$ cat config.mk
export PLATFORM = sky130hd
export DESIGN_NAME = rss_top
export DESIGN_NICKNAME = d
export VERILOG_FILES = /design/src/include/rss_pkg.sv /design/src/rtl/rss_top.sv
export SDC_FILE = /design/constraint.sdc
export NUM_CORES = 1
export LEC_CHECK = 0
export BUFFER_PORTS_ARGS = -buffer_cell sky130_fd_sc_hd__buf_4
export CELL_PAD_IN_SITES_DETAIL_PLACEMENT = 1
export CELL_PAD_IN_SITES_GLOBAL_PLACEMENT = 1
export CORE_MARGIN = 3
export CORE_UTILIZATION = 41
export CTS_BUF_LIST = sky130_fd_sc_hd__clkbuf_4
export CTS_CLUSTER_DIAMETER = 30
export DETAILED_ROUTE_END_ITERATION = 8
export GPL_TIMING_DRIVEN = 0
export PLACE_DENSITY_LB_ADDON = 0.05
export SYNTH_ARGS = -nofsm -noshare
export SYNTH_HDL_FRONTEND = slang
export SYNTH_SLANG_ARGS = --single-unit
$ cat constraint.sdc
create_clock -name aclk -period 8.85 [get_ports aclk]
set_clock_uncertainty 0.1 [all_clocks]
set_input_delay 1.77 -clock aclk [delete_from_list [all_inputs] [get_ports aclk]]
set_output_delay 1.77 -clock aclk [all_outputs]
set_load 0.005 [all_outputs]
$ cat src/include/rss_pkg.sv
package rss_pkg;
  localparam int DATA_W = 32;
  localparam int ADDR_W = 4;
  localparam logic [ADDR_W-1:0] OFF_CAUSE = 4'h0;
  localparam logic [ADDR_W-1:0] OFF_CTRL = 4'h4;
  localparam logic [ADDR_W-1:0] OFF_STAT = 4'h8;
  localparam int BIT_POR = 0;
  localparam int BIT_EXT = 1;
  localparam int BIT_BOR = 2;
  localparam int BIT_WDT = 3;
  localparam int BIT_USB = 5;
  localparam logic [7:0] CAUSE_MASK = 8'h2f;
  localparam int CTRL_BG_BIT = 0;
  localparam int CTRL_USBRST_BIT = 1;
  localparam logic [2:0] BOD_OFF_CODE = 3'h7;
  localparam int CLK_HZ = 10_000_000;
  localparam int CLK_NS = 1_000_000_000 / CLK_HZ;
  localparam int PIN_MIN_NS = 400;
  localparam int PIN_MIN_CYC = (PIN_MIN_NS + CLK_NS - 1) / CLK_NS;
  localparam int TOUT_W = 16;
  localparam logic [1:0] RESP_OKAY = 2'h0;
  localparam logic [1:0] RESP_SLVERR = 2'h2;
  typedef struct packed {
    logic por;
    logic ext;
    logic bor;
    logic wdt;
    logic usb;
  } rss_src_t;
endpackage

$ cat src/rtl/rss_top.sv
`timescale 1ns/1ps
// Summary of operation
// power-on source stays active while supply-low detector indication is active.
// supply rising past threshold starts delay counter; reset held until time-out.
// supply falling below level re-asserts internal reset immediately.
// low pin level longer than minimum width resets device, even without clock; here only port_reset acts unclocked, core_reset needs aclk for the filter.
// after pin returns high, core held in reset until time-out expires.
// 3-bit level code; 111 disables brown-out, lower codes higher levels.
// enabled brown-out with supply below level asserts reset immediately.
// supply back above brown-out level starts delay; release after time-out.
// watchdog time-out gives an internal reset pulse of one clock cycle.
// time-out count starts at falling edge of the watchdog pulse.
// enabled USB with reset option and bus reset resets core, USB stays.
// cause bits 7 and 6 read zero; bit 4 reserved.
// bit 5 set on USB reset; cleared by power-on or software zero.
// bit 3 set on watchdog reset; cleared by power-on or software zero.
// bit 2 set on brown-out reset; cleared by power-on or software zero.
// bit 1 set on pin reset; cleared by power-on or software zero.
// bit 0 set on power-on; cleared only by software writing zero.
// bandgap enable active only with brown-out enabled or bandgap-select set.
// software waits reference start-up after bandgap-select before trusting comparator.
// software reads then clears cause register early after start-up.
// ports return to initial state at once when any source is active.
// time-out chosen by start-up and clock fuses; starts after sources inactive.
// internal reset is OR of sources and running count; new source restarts.
module rss_top
  import rss_pkg::*;
(
  input wire logic aclk,
  input wire logic aresetn,
  input wire logic supply_low,
  input wire logic reset_pin_n,
  input wire logic bod_below,
  input wire logic [2:0] brownout_level_code,
  input wire logic wdt_timeout,
  input wire logic usb_enabled,
  input wire logic usb_bus_reset,
  input wire logic [TOUT_W-1:0] startup_timeout_cycles,
  input wire logic [ADDR_W-1:0] s_axi_awaddr,
  input wire logic s_axi_awvalid,
  output logic s_axi_awready,
  input wire logic [DATA_W-1:0] s_axi_wdata,
  input wire logic [DATA_W/8-1:0] s_axi_wstrb,
  input wire logic s_axi_wvalid,
  output logic s_axi_wready,
  output logic [1:0] s_axi_bresp,
  output logic s_axi_bvalid,
  input wire logic s_axi_bready,
  input wire logic [ADDR_W-1:0] s_axi_araddr,
  input wire logic s_axi_arvalid,
  output logic s_axi_arready,
  output logic [DATA_W-1:0] s_axi_rdata,
  output logic [1:0] s_axi_rresp,
  output logic s_axi_rvalid,
  input wire logic s_axi_rready,
  output logic core_reset,
  output logic port_reset,
  output logic usb_keep_enabled,
  output logic wdt_reset_pulse,
  output logic bandgap_enable
);
  typedef enum logic [1:0] {ST_HOLD, ST_COUNT, ST_RUN} rss_state_t;

  logic pin_s1_r, pin_s2_r, wdt_s1_r, wdt_s2_r, wdt_d_r, usb_s1_r, usb_s2_r;
  logic [7:0] pin_cnt_r;
  logic pin_rst_r, wdt_pulse_r;
  logic bod_on;
  rss_src_t src;
  logic any_src, any_src_d_r;
  rss_state_t st_r;
  logic [TOUT_W-1:0] cnt_r;
  logic [7:0] cause_r;
  logic [1:0] ctrl_r;
  logic aw_got_r, w_got_r;
  logic [ADDR_W-1:0] aw_addr_r;
  logic [DATA_W-1:0] w_data_r;
  logic [DATA_W/8-1:0] w_strb_r;
  logic wr_fire;

  // synchronisers for the clocked paths only; the async view goes straight to port_reset
  always_ff @(posedge aclk) begin
    if (!aresetn) begin
      pin_s1_r <= 1'b1;
      pin_s2_r <= 1'b1;
      wdt_s1_r <= 1'b0;
      wdt_s2_r <= 1'b0;
      usb_s1_r <= 1'b0;
      usb_s2_r <= 1'b0;
    end else begin
      pin_s1_r <= reset_pin_n;
      pin_s2_r <= pin_s1_r;
      wdt_s1_r <= wdt_timeout;
      wdt_s2_r <= wdt_s1_r;
      usb_s1_r <= usb_bus_reset;
      usb_s2_r <= usb_s1_r;
    end
  end

  // short pin glitches are filtered; only a full minimum width counts
  always_ff @(posedge aclk) begin
    if (!aresetn) begin
      pin_cnt_r <= 8'h00;
      pin_rst_r <= 1'b0;
    end else if (pin_s2_r) begin
      pin_cnt_r <= 8'h00;
      pin_rst_r <= 1'b0;
    end else if (pin_cnt_r >= 8'(PIN_MIN_CYC)) begin
      pin_rst_r <= 1'b1;
    end else begin
      pin_cnt_r <= pin_cnt_r + 8'h01;
    end
  end

  // one-cycle pulse on the rising edge of the watchdog time-out
  always_ff @(posedge aclk) begin
    if (!aresetn) begin
      wdt_d_r <= 1'b0;
      wdt_pulse_r <= 1'b0;
    end else begin
      wdt_d_r <= wdt_s2_r;
      wdt_pulse_r <= wdt_s2_r && !wdt_d_r;
    end
  end
  assign wdt_reset_pulse = wdt_pulse_r;

  assign bod_on = (brownout_level_code != BOD_OFF_CODE);
  always_comb begin
    src.por = supply_low;
    src.ext = pin_rst_r;
    src.bor = bod_on && bod_below;
    src.wdt = wdt_pulse_r;
    src.usb = usb_enabled && ctrl_r[CTRL_USBRST_BIT] && usb_s2_r;
  end
  assign any_src = src.por | src.ext | src.bor | src.wdt | src.usb;

  always_ff @(posedge aclk) begin
    if (!aresetn) begin
      any_src_d_r <= 1'b1;
    end else begin
      any_src_d_r <= any_src;
    end
  end

  // hold while any source is active, count only after all release
  always_ff @(posedge aclk) begin
    if (!aresetn) begin
      st_r <= ST_HOLD;
      cnt_r <= '0;
    end else if (any_src) begin
      st_r <= ST_HOLD;
      cnt_r <= '0;
    end else begin
      case (st_r)
        ST_HOLD: begin
          st_r <= ST_COUNT;
          cnt_r <= '0;
        end
        ST_COUNT: begin
          if (cnt_r + 16'h0001 >= startup_timeout_cycles) begin
            st_r <= ST_RUN;
          end
          cnt_r <= cnt_r + 16'h0001;
        end
        ST_RUN: st_r <= ST_RUN;
        default: st_r <= ST_HOLD;
      endcase
    end
  end

  // sources feed the outputs combinationally so a supply drop acts at once; a raw pin drop acts at once on port_reset only
  assign core_reset = any_src || (st_r != ST_RUN) || !aresetn;
  assign port_reset = supply_low || !reset_pin_n || src.bor || core_reset;
  assign usb_keep_enabled = usb_enabled;
  assign bandgap_enable = bod_on || ctrl_r[CTRL_BG_BIT];

  function automatic logic wr_lane0_hit(input logic [ADDR_W-1:0] a, input logic [ADDR_W-1:0] off,
                                        input logic [DATA_W/8-1:0] s);
    return (a == off) && s[0];
  endfunction

  // axi write: address and data latched in either order, response after both
  assign s_axi_awready = !aw_got_r && !s_axi_bvalid;
  assign s_axi_wready = !w_got_r && !s_axi_bvalid;
  assign wr_fire = aw_got_r && w_got_r && !s_axi_bvalid;

  always_ff @(posedge aclk) begin
    if (!aresetn) begin
      aw_got_r <= 1'b0;
      w_got_r <= 1'b0;
      aw_addr_r <= '0;
      w_data_r <= '0;
      w_strb_r <= '0;
      s_axi_bvalid <= 1'b0;
      s_axi_bresp <= RESP_OKAY;
    end else begin
      if (s_axi_awvalid && s_axi_awready) begin
        aw_got_r <= 1'b1;
        aw_addr_r <= s_axi_awaddr;
      end
      if (s_axi_wvalid && s_axi_wready) begin
        w_got_r <= 1'b1;
        w_data_r <= s_axi_wdata;
        w_strb_r <= s_axi_wstrb;
      end
      if (wr_fire) begin
        aw_got_r <= 1'b0;
        w_got_r <= 1'b0;
        s_axi_bvalid <= 1'b1;
        s_axi_bresp <= (aw_addr_r == OFF_CAUSE || aw_addr_r == OFF_CTRL || aw_addr_r == OFF_STAT)
                       ? RESP_OKAY : RESP_SLVERR;
      end else if (s_axi_bvalid && s_axi_bready) begin
        s_axi_bvalid <= 1'b0;
      end
    end
  end

  // cause flags: hardware set wins over software clear; aresetn is a core reset, not power-on
  always_ff @(posedge aclk) begin
    if (!aresetn) begin
      cause_r <= cause_r & CAUSE_MASK;
    end else begin
      if (wr_fire && wr_lane0_hit(aw_addr_r, OFF_CAUSE, w_strb_r)) begin
        cause_r <= (cause_r & w_data_r[7:0] & CAUSE_MASK) | {2'b00, src.usb, 1'b0, src.wdt, src.bor, src.ext,
                   src.por};
      end else begin
        cause_r <= (cause_r | {2'b00, src.usb, 1'b0, src.wdt, src.bor, src.ext, src.por}) & CAUSE_MASK;
      end
      if (src.por) begin
        cause_r[BIT_USB] <= 1'b0;
        cause_r[BIT_WDT] <= 1'b0;
        cause_r[BIT_BOR] <= 1'b0;
        cause_r[BIT_EXT] <= 1'b0;
        cause_r[BIT_POR] <= 1'b1;
      end
    end
  end

  always_ff @(posedge aclk) begin
    if (!aresetn) begin
      ctrl_r <= 2'b00;
    end else if (wr_fire && wr_lane0_hit(aw_addr_r, OFF_CTRL, w_strb_r)) begin
      ctrl_r <= w_data_r[1:0];
    end
  end

  // axi read
  assign s_axi_arready = !s_axi_rvalid;
  always_ff @(posedge aclk) begin
    if (!aresetn) begin
      s_axi_rvalid <= 1'b0;
      s_axi_rdata <= '0;
      s_axi_rresp <= RESP_OKAY;
    end else if (s_axi_arvalid && s_axi_arready) begin
      s_axi_rvalid <= 1'b1;
      s_axi_rresp <= RESP_OKAY;
      case (s_axi_araddr)
        OFF_CAUSE: s_axi_rdata <= {24'h000000, cause_r & CAUSE_MASK};
        OFF_CTRL: s_axi_rdata <= {30'h00000000, ctrl_r};
        OFF_STAT: s_axi_rdata <= {28'h0000000, bandgap_enable, bod_on, st_r == ST_COUNT, core_reset};
        default: begin
          s_axi_rdata <= '0;
          s_axi_rresp <= RESP_SLVERR;
        end
      endcase
    end else if (s_axi_rvalid && s_axi_rready) begin
      s_axi_rvalid <= 1'b0;
    end
  end

  property p_wdt_one_cycle;
    @(posedge aclk) disable iff (!aresetn) wdt_pulse_r |=> !wdt_pulse_r;
  endproperty
  a_wdt_one_cycle: assert property (p_wdt_one_cycle) else $error("watchdog pulse longer than one cycle");
  property p_por_immediate;
    @(posedge aclk) disable iff (!aresetn) supply_low |-> core_reset && port_reset;
  endproperty
  a_por_immediate: assert property (p_por_immediate) else $error("reset not immediate on supply low");
  property p_hold_after_release;
    @(posedge aclk) disable iff (!aresetn) $fell(any_src) |-> core_reset;
  endproperty
  a_hold_after_release: assert property (p_hold_after_release) else $error("core released with no delay");
  property p_por_flag;
    @(posedge aclk) disable iff (!aresetn) src.por |=> cause_r[BIT_POR] && !cause_r[BIT_WDT];
  endproperty
  a_por_flag: assert property (p_por_flag) else $error("power-on flag handling wrong");
  property p_wdt_flag;
    @(posedge aclk) disable iff (!aresetn) (src.wdt && !src.por) |=> cause_r[BIT_WDT];
  endproperty
  a_wdt_flag: assert property (p_wdt_flag) else $error("watchdog flag not set");
  property p_bor_flag;
    @(posedge aclk) disable iff (!aresetn) (src.bor && !src.por) |=> cause_r[BIT_BOR];
  endproperty
  a_bor_flag: assert property (p_bor_flag) else $error("brown-out flag not set");
  property p_reserved_zero;
    @(posedge aclk) disable iff (!aresetn) cause_r[7:6] == 2'b00 && !cause_r[4];
  endproperty
  a_reserved_zero: assert property (p_reserved_zero) else $error("reserved cause bits set");
  property p_bandgap;
    @(posedge aclk) disable iff (!aresetn) bandgap_enable == (brownout_level_code != BOD_OFF_CODE || ctrl_r[0]);
  endproperty
  a_bandgap: assert property (p_bandgap) else $error("bandgap enable wrong");
  property p_bod_disabled;
    @(posedge aclk) disable iff (!aresetn) (brownout_level_code == BOD_OFF_CODE) |-> !src.bor;
  endproperty
  a_bod_disabled: assert property (p_bod_disabled) else $error("brown-out active while disabled");
  property p_restart;
    @(posedge aclk) disable iff (!aresetn) (st_r == ST_COUNT && any_src) |=> st_r == ST_HOLD;
  endproperty
  a_restart: assert property (p_restart) else $error("new source did not restart count");
  // raw pin and supply views must reach the ports even while the filtered path lags
  property p_pin_reset;
    @(posedge aclk) disable iff (!aresetn) pin_rst_r |-> core_reset && port_reset;
  endproperty
  a_pin_reset: assert property (p_pin_reset) else $error("filtered pin reset not applied");
  property p_pin_async;
    @(posedge aclk) disable iff (!aresetn) !reset_pin_n |-> port_reset;
  endproperty
  a_pin_async: assert property (p_pin_async) else $error("ports not reset by low pin");
  property p_bor_immediate;
    @(posedge aclk) disable iff (!aresetn) src.bor |-> core_reset && port_reset;
  endproperty
  a_bor_immediate: assert property (p_bor_immediate) else $error("brown-out reset not immediate");
  property p_bor_release;
    @(posedge aclk) disable iff (!aresetn) $fell(src.bor) |-> core_reset;
  endproperty
  a_bor_release: assert property (p_bor_release) else $error("core released with brown-out end");
  property p_usb_kept;
    @(posedge aclk) disable iff (!aresetn) src.usb |-> usb_keep_enabled;
  endproperty
  a_usb_kept: assert property (p_usb_kept) else $error("usb block dropped during its reset");
  property p_usb_gate;
    @(posedge aclk) disable iff (!aresetn) (!usb_enabled || !ctrl_r[CTRL_USBRST_BIT]) |-> !src.usb;
  endproperty
  a_usb_gate: assert property (p_usb_gate) else $error("usb reset while not enabled");
  property p_usb_flag;
    @(posedge aclk) disable iff (!aresetn) (src.usb && !src.por) |=> cause_r[BIT_USB];
  endproperty
  a_usb_flag: assert property (p_usb_flag) else $error("usb flag not set");
  property p_ext_flag;
    @(posedge aclk) disable iff (!aresetn) (src.ext && !src.por) |=> cause_r[BIT_EXT];
  endproperty
  a_ext_flag: assert property (p_ext_flag) else $error("pin flag not set");
  property p_por_clears;
    @(posedge aclk) disable iff (!aresetn) src.por |=> !cause_r[BIT_USB] && !cause_r[BIT_BOR] && !cause_r[BIT_EXT];
  endproperty
  a_por_clears: assert property (p_por_clears) else $error("power-on did not clear other flags");
  property p_full_delay;
    @(posedge aclk) disable iff (!aresetn) (st_r == ST_RUN && $past(st_r) != ST_RUN) |->
      $past(st_r) == ST_COUNT && $past(cnt_r) + 16'h0001 >= startup_timeout_cycles;
  endproperty
  a_full_delay: assert property (p_full_delay) else $error("released before full delay");
  property p_wdt_rise;
    @(posedge aclk) disable iff (!aresetn) $rose(wdt_s2_r) |=> wdt_pulse_r;
  endproperty
  a_wdt_rise: assert property (p_wdt_rise) else $error("no pulse on watchdog time-out");
  property p_wdt_restart;
    @(posedge aclk) disable iff (!aresetn) src.wdt |=> st_r == ST_HOLD;
  endproperty
  a_wdt_restart: assert property (p_wdt_restart) else $error("delay not restarted by watchdog pulse");
  property p_rd_cause_zero;
    @(posedge aclk) disable iff (!aresetn) (s_axi_arvalid && s_axi_arready && s_axi_araddr == OFF_CAUSE) |=>
      s_axi_rdata[7:6] == 2'h0 && !s_axi_rdata[4];
  endproperty
  a_rd_cause_zero: assert property (p_rd_cause_zero) else $error("reserved cause bits read nonzero");
  property p_por_kept;
    @(posedge aclk) disable iff (!aresetn)
      (cause_r[BIT_POR] && !(wr_fire && aw_addr_r == OFF_CAUSE && !w_data_r[BIT_POR])) |=> cause_r[BIT_POR];
  endproperty
  a_por_kept: assert property (p_por_kept) else $error("power-on flag lost without software clear");
  property p_release_from_count;
    @(posedge aclk) disable iff (!aresetn) $fell(core_reset) |-> $past(st_r) == ST_COUNT;
  endproperty
  a_release_from_count: assert property (p_release_from_count) else $error("core released outside delay count");

  c_release: cover property (@(posedge aclk) disable iff (!aresetn) $fell(core_reset));
  c_wdt: cover property (@(posedge aclk) disable iff (!aresetn) wdt_pulse_r ##1 core_reset);
  c_usb: cover property (@(posedge aclk) disable iff (!aresetn) src.usb && usb_keep_enabled);
  c_clear: cover property (@(posedge aclk) disable iff (!aresetn) wr_fire && aw_addr_r == OFF_CAUSE);
  // a pin pulse only counts once it has outlived the filter
  c_pin: cover property (@(posedge aclk) disable iff (!aresetn) $rose(pin_rst_r));
endmodule // rss_top

==> results.txt, run 1 <==
----------------------------------------------------
[Status]
  Run status ... completed

[Finish]
  Fraction of layout cells with a size suffix above 1 ... 0.2340
  Number of inserted filler cells in the final layout ... 999
  Finished Layout Cells ... 602
  Antenna Cells ... 0
  Total Nets Final ... 593
  Utilization after layout ... 0.5385
  Area growth syn-to-layout ... 23.70%

[Clocking]
  Number of clock buffers inserted by TritonCTS ... 9
  Count of buffers added by post-CTS timing repair for setup ... 0
  Clock latency reported for the late side of the worst-skew pair ... 0.40 ns
  Max clock buf depth ... 2
  Clk root buf ... sky130_fd_sc_hd__clkbuf_4
  CTS tree ... yes
  H-tree lvl count ... 3
  Number of hold buffers added after CTS ... 0
  Count of instances resized after the clock tree is built ... 0
  Clk pin slew, worst setup/hold paths ... 0.09 ns
  Total number of clock tree sinks ... 63

[Pwr]
  Ratio of total power to cell area ... 133.8 mW/mm2
  Worst vdd ir ... 92.16 uV
  Cell leakage power ... 0.001940 uW

[Placement]
  Placed wire-length estimate after detailed placement ... 6622 um
  Post-Place Worst Slack ... 4.089 ns
  Final GP Congestion ... 0.8082
  IO buf count ... 61
  Placed insts ... 586

[Worst hold path]
  Type of the tightest min-delay check ... flop to flop
  Startpoint of the most critical hold path ... wdt_d_r

[GRT]
  First-pass GRT wire length ... 14,000 um
  Pin count of the biggest net entering global routing ... 12
  Global router's overall resource usage ... 0.1781
  Antenna violations before repair ... 0
  Remaining global-route overflow ... 0
  Vias in the first global route ... 2,956

[Setup path]
  Critical Path Source ... supply_low
  Crit path arrival time ... 2.94 ns
  Slowest stage cell on the critical path ... sky130_fd_sc_hd__nor4b_1
  Sequence of cells on the critical path ... buf_4 -> nor4b_1 -> o211a_1 -> nand2_1 -> buf_4
  Req. time, crit path ... 6.98 ns
  Critical Path Start Type ... input pin
  Crit path top cell by count ... sky130_fd_sc_hd__buf_4
  WP buf/inv ... 2
  CP peak stage delay ... 0.41 ns
  Path type of the worst setup path ... input pin to output pin
  Top Family by Delay on Critical Path ... simple AND/OR/NAND/NOR gates
  Endpoint kind of the worst setup timing path ... output pin
  Critical R2R Launch ... cnt_r[3]
  Largest fanout on the critical path ... 6

[Synthesis]
  Area share of the largest cell type after synthesis ... 0.3348
  Main combinational cell family by area after synthesis ... simple AND/OR/NAND/NOR gates
  Synth Area in XOR/XNOR ... 0.03788
  Share of flip-flops with an asynchronous set or reset ... 0
  Simple-gate area share of the yosys netlist ... 0.2125
  Synth Area per Inst ... 8.781 um2
  Distinct cell type count after synthesis ... 48
  Ranking of synthesized cells by area ... sky130_fd_sc_hd__dfxtp_1, sky130_fd_sc_hd__ha_1, sky130_fd_sc_hd__buf_4, sky130_fd_sc_hd__edfxtp_1, sky130_fd_sc_hd__mux2i_1
  Flip-flop and latch count after synthesis ... 63
  Sequential cell area fraction in the yosys report ... 0.3781
  Cell type with the highest aggregate area in the netlist ... sky130_fd_sc_hd__dfxtp_1
  Count of yosys warnings during synthesis ... 0
  Netlist Area Pre-Place ... 0.003468 mm2
  Primary flip-flop cell chosen by synthesis mapping ... sky130_fd_sc_hd__dfxtp_1
  Synth Area in Adders ... 0.07937
  Gate Count Post-Synth ... 395
  Mux contribution to synthesized area ... 0.04978
  Compound-gate portion of the synthesized area ... 0.1310
  Number of synthesized flops with an enable pin ... 5

[Timing]
  Post-route fraction of the period consumed by the critical path ... 0.5437
  Total negative setup slack ... 0 ns
  Achievable clock frequency ... 0.2078 GHz
  Final worst setup slack ... 4.038 ns
  Setup repair after global routing missed its margin ... no
  Endpoints failing setup ... 0
  Worst Tran Pin Value ... 0.7104 ns
  Number of slew-limit violations in the final report ... 0
  Endpoints failing hold ... 0
  Tightest slew margin relative to the limit ... 0.5220
  Post-route minimum period ... 4.812 ns

[Routing]
  Routed length per instance ... 14.01 um
  Initial DRC count ... 52
  Per-cell via count in the routed design ... 4.880
  Wire length after detailed routing ... 8436 um
  Final routed DRC violation total ... 0
  Remaining number of nets flagged by the antenna check after routing ... 0
  Pre-Repair DR Iteration Count ... 4
  Routed via count ... 2,938

[Floorplan]
  IO Count ... 122
  Die Span X ... 97.98 um
  Full die area ... 0.009599 mm2
  Starting Density ... 0.4353
  Die H ... 97.98 um
  Site row count ... 32
  Core ar. ... 0.007968 mm2

[Flow run]
  Max-cap violation count ... 0

----------------------------------------------------
## report_power, final
group	switching [uW]	internal (uW)
clock	102	90.4
combinational	36.1	42.9
sequential	5.99	296
## sequential cells by signal, indices dropped and copies added (netlist names), 2 cells and up
name and cells:
cnt_r 16, pin_cnt_r 8, s_axi_rdata 5, st_r 2
w_data_r 5, aw_addr_r 4, cause_r 5, ctrl_r 2
## final cells by class
class,instances,area (um2),share of cell area
buffer,42,270.3,0.06299
timing repair buffer,61,457.9,0.1067
multi-input combinational,288,1879,0.4380
sequential,63,1311,0.3056
tap,102,127.6,0.02975
clock inverter,5,48.80,0.01137
clock buffer,11,82.58,0.01925
inverter,30,112.6,0.02625
## synthesized netlist by cell type (4+ instances only)
cell type and number:
sky130_fd_sc_hd__dfxtp_1 58, sky130_fd_sc_hd__buf_4 30, sky130_fd_sc_hd__inv_1 30, sky130_fd_sc_hd__a21oi_1 25, sky130_fd_sc_hd__ha_1 22, sky130_fd_sc_hd__nand2_1 22
sky130_fd_sc_hd__nor2_1 22, sky130_fd_sc_hd__nor2b_1 19, sky130_fd_sc_hd__mux2i_1 15, sky130_fd_sc_hd__nand3_1 13, sky130_fd_sc_hd__and2_1 12, sky130_fd_sc_hd__o21ai_0 12
sky130_fd_sc_hd__clkbuf_1 11, sky130_fd_sc_hd__nand2b_1 11, sky130_fd_sc_hd__xnor2_1 9, sky130_fd_sc_hd__nor3b_1 7, sky130_fd_sc_hd__nor3_1 6, sky130_fd_sc_hd__nor4_1 6
sky130_fd_sc_hd__xor2_1 6, sky130_fd_sc_hd__edfxtp_1 5, sky130_fd_sc_hd__a21boi_0 4, sky130_fd_sc_hd__a311oi_1 4, sky130_fd_sc_hd__nand4_1 4, sky130_fd_sc_hd__o211a_1 4
sky130_fd_sc_hd__or2_2 4
## cells by family (layout without fill, tap and decap cells)
family | after synthesis | in the layout
adders and majority gates | 22 | 22
other | 1 | 29
and+or+nand+nor | 135 | 135
AOI/OAI and AO/OA | 70 | 70
buffers and inverters | 72 | 149
DFF | 63 | 63
muxes | 17 | 17
xor gates and xnor gates | 15 | 15
## layer usage
metal,global-route usage,wire length (um)
met3,0.04357,392
met5,0,0
met4,0.05431,95
met1,0.2184,3717
met2,0.3079,4231
## worst paths after layout
check	to	slack [ns]	depth (start not counted)
worst min-delay path	wdt_reset_pulse	0.30	1
worst max register to register	st_r[1]	5.48	10
worst min register to register	wdt_reset_pulse	0.30	1
worst max-delay path	core_reset	4.04	5
## layout by cell type (no fill, tap or decap), drive strengths merged, types with 2 or more instances in the layout
| master | n |
|---|---|
| ha | 22 |
| nand2b | 11 |
| xnor2 | 9 |
| xor2 | 6 |
| mux2 | 2 |
| a31oi | 3 |
| o211a | 4 |
| and2 | 12 |
| nor2 | 22 |
| nand2 | 22 |
| nor3b | 7 |
| nand3 | 13 |
| o21ai | 12 |
| a311oi | 4 |
| clkbuf | 22 |
| a211o | 2 |
| a22oi | 3 |
| a32oi | 2 |
| nor4 | 6 |
| a211oi | 2 |
| a21boi | 4 |
| clkinv | 4 |
| conb | 29 |
| a21o | 3 |
| and3 | 3 |
| a21oi | 25 |
| or3 | 3 |
| or2 | 4 |
| nor3 | 6 |
| nor2b | 19 |
| mux2i | 15 |
| nand4 | 4 |
| edfxtp | 5 |
| dfxtp | 58 |
| inv | 30 |
| buf | 92 |
## metrics by stage
stage / hold WS [ns] / cell area [um2] / power, uW
finish: 0.2961 / 4290 / 573.9
global route: 0.3164 / 4290 / 604.8
CTS: 0.3031 / 4290 / 581.8
detailed placement: 0.2866 / 4159 / 387.1
global placement: 0.2768 / 4159 / 384.8
floorplan: 0.2674 / 3573 / 353.9
No activity file was read; power rests on OpenSTA's default activity.
==> run 2: changes to the inputs <==
- ABC_AREA: unset -> 1
- CORE_UTILIZATION: 41 -> 36
- clock period: 8.85 -> 4.6 ns (I/O delays scaled with it)
==> results.txt, run 2 <==
----------------------------------------------------
[Synthesis]
  Primary flip-flop cell chosen by synthesis mapping ... sky130_fd_sc_hd__dfxtp_1
  Ranking of synthesized cells by area ... sky130_fd_sc_hd__dfxtp_1, sky130_fd_sc_hd__nand2_1, sky130_fd_sc_hd__inv_1, sky130_fd_sc_hd__ha_1, sky130_fd_sc_hd__buf_4
  Cell type with the highest aggregate area in the netlist ... sky130_fd_sc_hd__dfxtp_1
  Area share of the largest cell type after synthesis ... 0.3347
  Sequential cell area fraction in the yosys report ... 0.3779
  Synth Area per Inst ... 7.213 um2
  Distinct cell type count after synthesis ... 39
  Gate Count Post-Synth ... 481
  Netlist Area Pre-Place ... 0.003470 mm2
  Share of flip-flops with an asynchronous set or reset ... 0
  Cell with the most instances after synthesis ... sky130_fd_sc_hd__nand2_1
  Count of yosys warnings during synthesis ... 0
  Number of synthesized flops with an enable pin ... 5
  Flip-flop and latch count after synthesis ... 63
  Synth top cells by count ... sky130_fd_sc_hd__nand2_1, sky130_fd_sc_hd__inv_1, sky130_fd_sc_hd__dfxtp_1

[Setup path]
  CP peak stage delay ... 0.23 ns
  Top Family by Delay on Critical Path ... simple AND/OR/NAND/NOR gates
  Critical Path Start Type ... input pin
  Critical Path Source ... brownout_level_code[2]
  Crit path arrival time ... 1.94 ns
  Critical R2R Launch ... cnt_r[0]
  Sequence of cells on the critical path ... buf_4 -> nand3_1 -> nand2_1 -> nand4_1 -> nor2_2 -> nand4_1 -> buf_4
  WP buf/inv ... 2
  Endpoint kind of the worst setup timing path ... output pin
  Largest fanout on the critical path ... 5
  Path type of the worst setup path ... input pin to output pin
  Slowest stage cell on the critical path ... sky130_fd_sc_hd__nor2_2
  Req. time, crit path ... 3.58 ns

[Finish]
  Area growth syn-to-layout ... 25.82%
  Summed area of non-filler cells in the final layout ... 0.004365 mm2
  Most frequent cells in the layout ... sky130_fd_sc_hd__nand2_1, sky130_fd_sc_hd__buf_4, sky130_fd_sc_hd__inv_1
  Area of the multi-input gates ... 0.001700 mm2
  Number of inserted filler cells in the final layout ... 1,244
  Number of flip-flops in the largest register ... 16
  Utilization after layout ... 0.4702
  Leading cell type in the layout, fill and taps excluded ... sky130_fd_sc_hd__nand2_1
  Antenna Cells ... 0
  Top Registers ... cnt_r (16), pin_cnt_r (8)
  Sequential cell area in the final layout ... 0.001311 mm2
  Largest reg by FF count ... cnt_r
  Total Nets Final ... 680
  Fraction of layout cells with a size suffix above 1 ... 0.2232

[Pwr]
  Worst vdd ir ... 141.2 uV
  Net switching share of the total power ... 0.2472
  Ratio of total power to cell area ... 267.9 mW/mm2
  Combinational power share ... 0.127
  Portion of total power attributed to sequential cells ... 0.500
  Cell leakage power ... 0.002189 uW
  Clock network fraction of total power ... 0.373
  Net load switching power ... 289.1 uW
  Internal power consumption ... 880.4 uW
  Tot Pwr ... 1170 uW

[Floorplan]
  Site row count ... 35
  Die Span X ... 104.2 um
  Core ar. ... 0.009284 mm2
  Starting Density ... 0.3737
  IO Count ... 122
  Die H ... 104.2 um
  Full die area ... 0.01085 mm2

[Clocking]
  Number of hold buffers added after CTS ... 0
  Clk pin slew, worst setup/hold paths ... 0.11 ns
  Clk root buf ... sky130_fd_sc_hd__clkbuf_4
  Count of instances resized after the clock tree is built ... 0
  CTS tree ... yes
  Total number of clock tree sinks ... 63
  Count of buffers added by post-CTS timing repair for setup ... 0
  H-tree lvl count ... 3
  Number of clock buffers inserted by TritonCTS ... 9
  Max clock buf depth ... 2
  Clock latency reported for the late side of the worst-skew pair ... 0.40 ns

[Routing]
  Wire length after detailed routing ... 8312 um
  Routed length per instance ... 11.61 um
  Pre-Repair DR Iteration Count ... 4
  Per-cell via count in the routed design ... 4.422
  Routed via count ... 3,166
  Final routed DRC violation total ... 0
  Remaining number of nets flagged by the antenna check after routing ... 0
  Initial DRC count ... 79

[Timing]
  Total negative setup slack ... 0 ns
  Endpoints failing setup ... 0
  Final worst setup slack ... 1.641 ns
  Endpoints failing hold ... 0
  Achievable clock frequency ... 0.3379 GHz
  Post-route fraction of the period consumed by the critical path ... 0.6433
  Setup repair after global routing missed its margin ... no
  Post-route minimum period ... 2.959 ns
  Number of slew-limit violations in the final report ... 0

[GRT]
  Pin count of the biggest net entering global routing ... 12
  Global router's overall resource usage ... 0.1572
  Vias in the first global route ... 3,123
  Remaining global-route overflow ... 0
  Antenna violations before repair ... 0
  First-pass GRT wire length ... 14,060 um

[Placement]
  Total placed instance area ... 0.004202 mm2
  Placed wire-length estimate after detailed placement ... 7018 um
  Final GP Congestion ... 0.7936
  Post-Place Worst Slack ... 1.638 ns
  IO buf count ... 62

[Status]
  Run status ... completed

[Worst hold path]
  Type of the tightest min-delay check ... flop to flop
  Startpoint of the most critical hold path ... wdt_d_r

[Flow run]
  Max-cap violation count ... 0

----------------------------------------------------
==> run 2: cell count changes after synthesis, sizes merged, moves of 5 or more <==
| cell | change |
|---|---|
| nand2 | +88 |
| inv | +52 |
| nor2 | +35 |
| nor2b | -19 |
| a21oi | +14 |
| mux2i | -14 |
| and2 | -11 |
| nand2b | -11 |
| clkbuf | -9 |
| o21ai | +9 |
| xnor2 | -9 |
| nor3b | -6 |
| nor4 | -5 |
==> run 2: cell type report <==
cell class,count,share of cell area
Buffer,36,0.05761
Clock buffer,11,0.01892
Clock inverter,5,0.01863
Inverter,83,0.07137
Multi-Input combinational cell,327,0.3895
Sequential cell,63,0.3004
Tap cell,129,0.03697
Timing Repair Buffer,62,0.1066
==> run 2: worst reg2reg max path: cells and delay by family (launching register included) <==
| family | cells | cell delay, ns |
|---|---|---|
| flip-flops | 1 | 0.43 |
| adder cells (fa/ha/maj) | 2 | 0.50 |
| AND/OR/NAND/NOR | 14 | 1.42 |
| buffers and inverters | 2 | 0.11 |
==> run 2: worst paths after layout <==
| path | slack, ns | depth (start not counted) | to |
|---|---|---|---|
| worst min register to register | 0.29 | 1 | wdt_reset_pulse |
| worst min-delay path | 0.29 | 1 | wdt_reset_pulse |
| worst max-delay path | 1.64 | 7 | port_reset |
| worst max register to register | 1.96 | 18 | st_r[1] |
==> run 2: routing by layer <==
layer,vias up,wire [um],GRT usage
li1,1649,-,-
met1,1455,3514,0.1781
met2,53,4402,0.2878
met3,9,286,0.03786
met4,0,108,0.05223
met5,-,0,0
==> run 2: cell families (layout without fill, tap and decap cells) <==
logic type	count (synthesis)	in the layout	synth area share
AO/OA/AOI/OAI	70	70	0.1093
XOR/XNOR	9	9	0.02488
adder cells (fa/ha/maj)	22	22	0.07934
buffers and inverters	119	197	0.1623
flip-flops	63	63	0.3779
multiplexers	1	1	0.002885
other	1	29	0.001081
AND/OR/NAND/NOR	196	196	0.2423
==> run 2: power by group through the flow <==
stage                     clock network, uW  logic, uW  registers (uW)
after floorplan                           0       86.3             594
after global placement                    0        145             596
after detailed placement                  0        149             597
after CTS                               445        150             584
after global routing                    472        171             588
final                                   437        149             584
==> run 2: stage by stage <==
step | cells | hold WS (ns)
5_1_grt | 716 | 0.3047
3_3_place_gp | 700 | 0.2785
2_1_floorplan | 509 | 0.2682
4_1_cts | 716 | 0.2979
6_report | 716 | 0.2942
3_5_place_dp | 700 | 0.2794
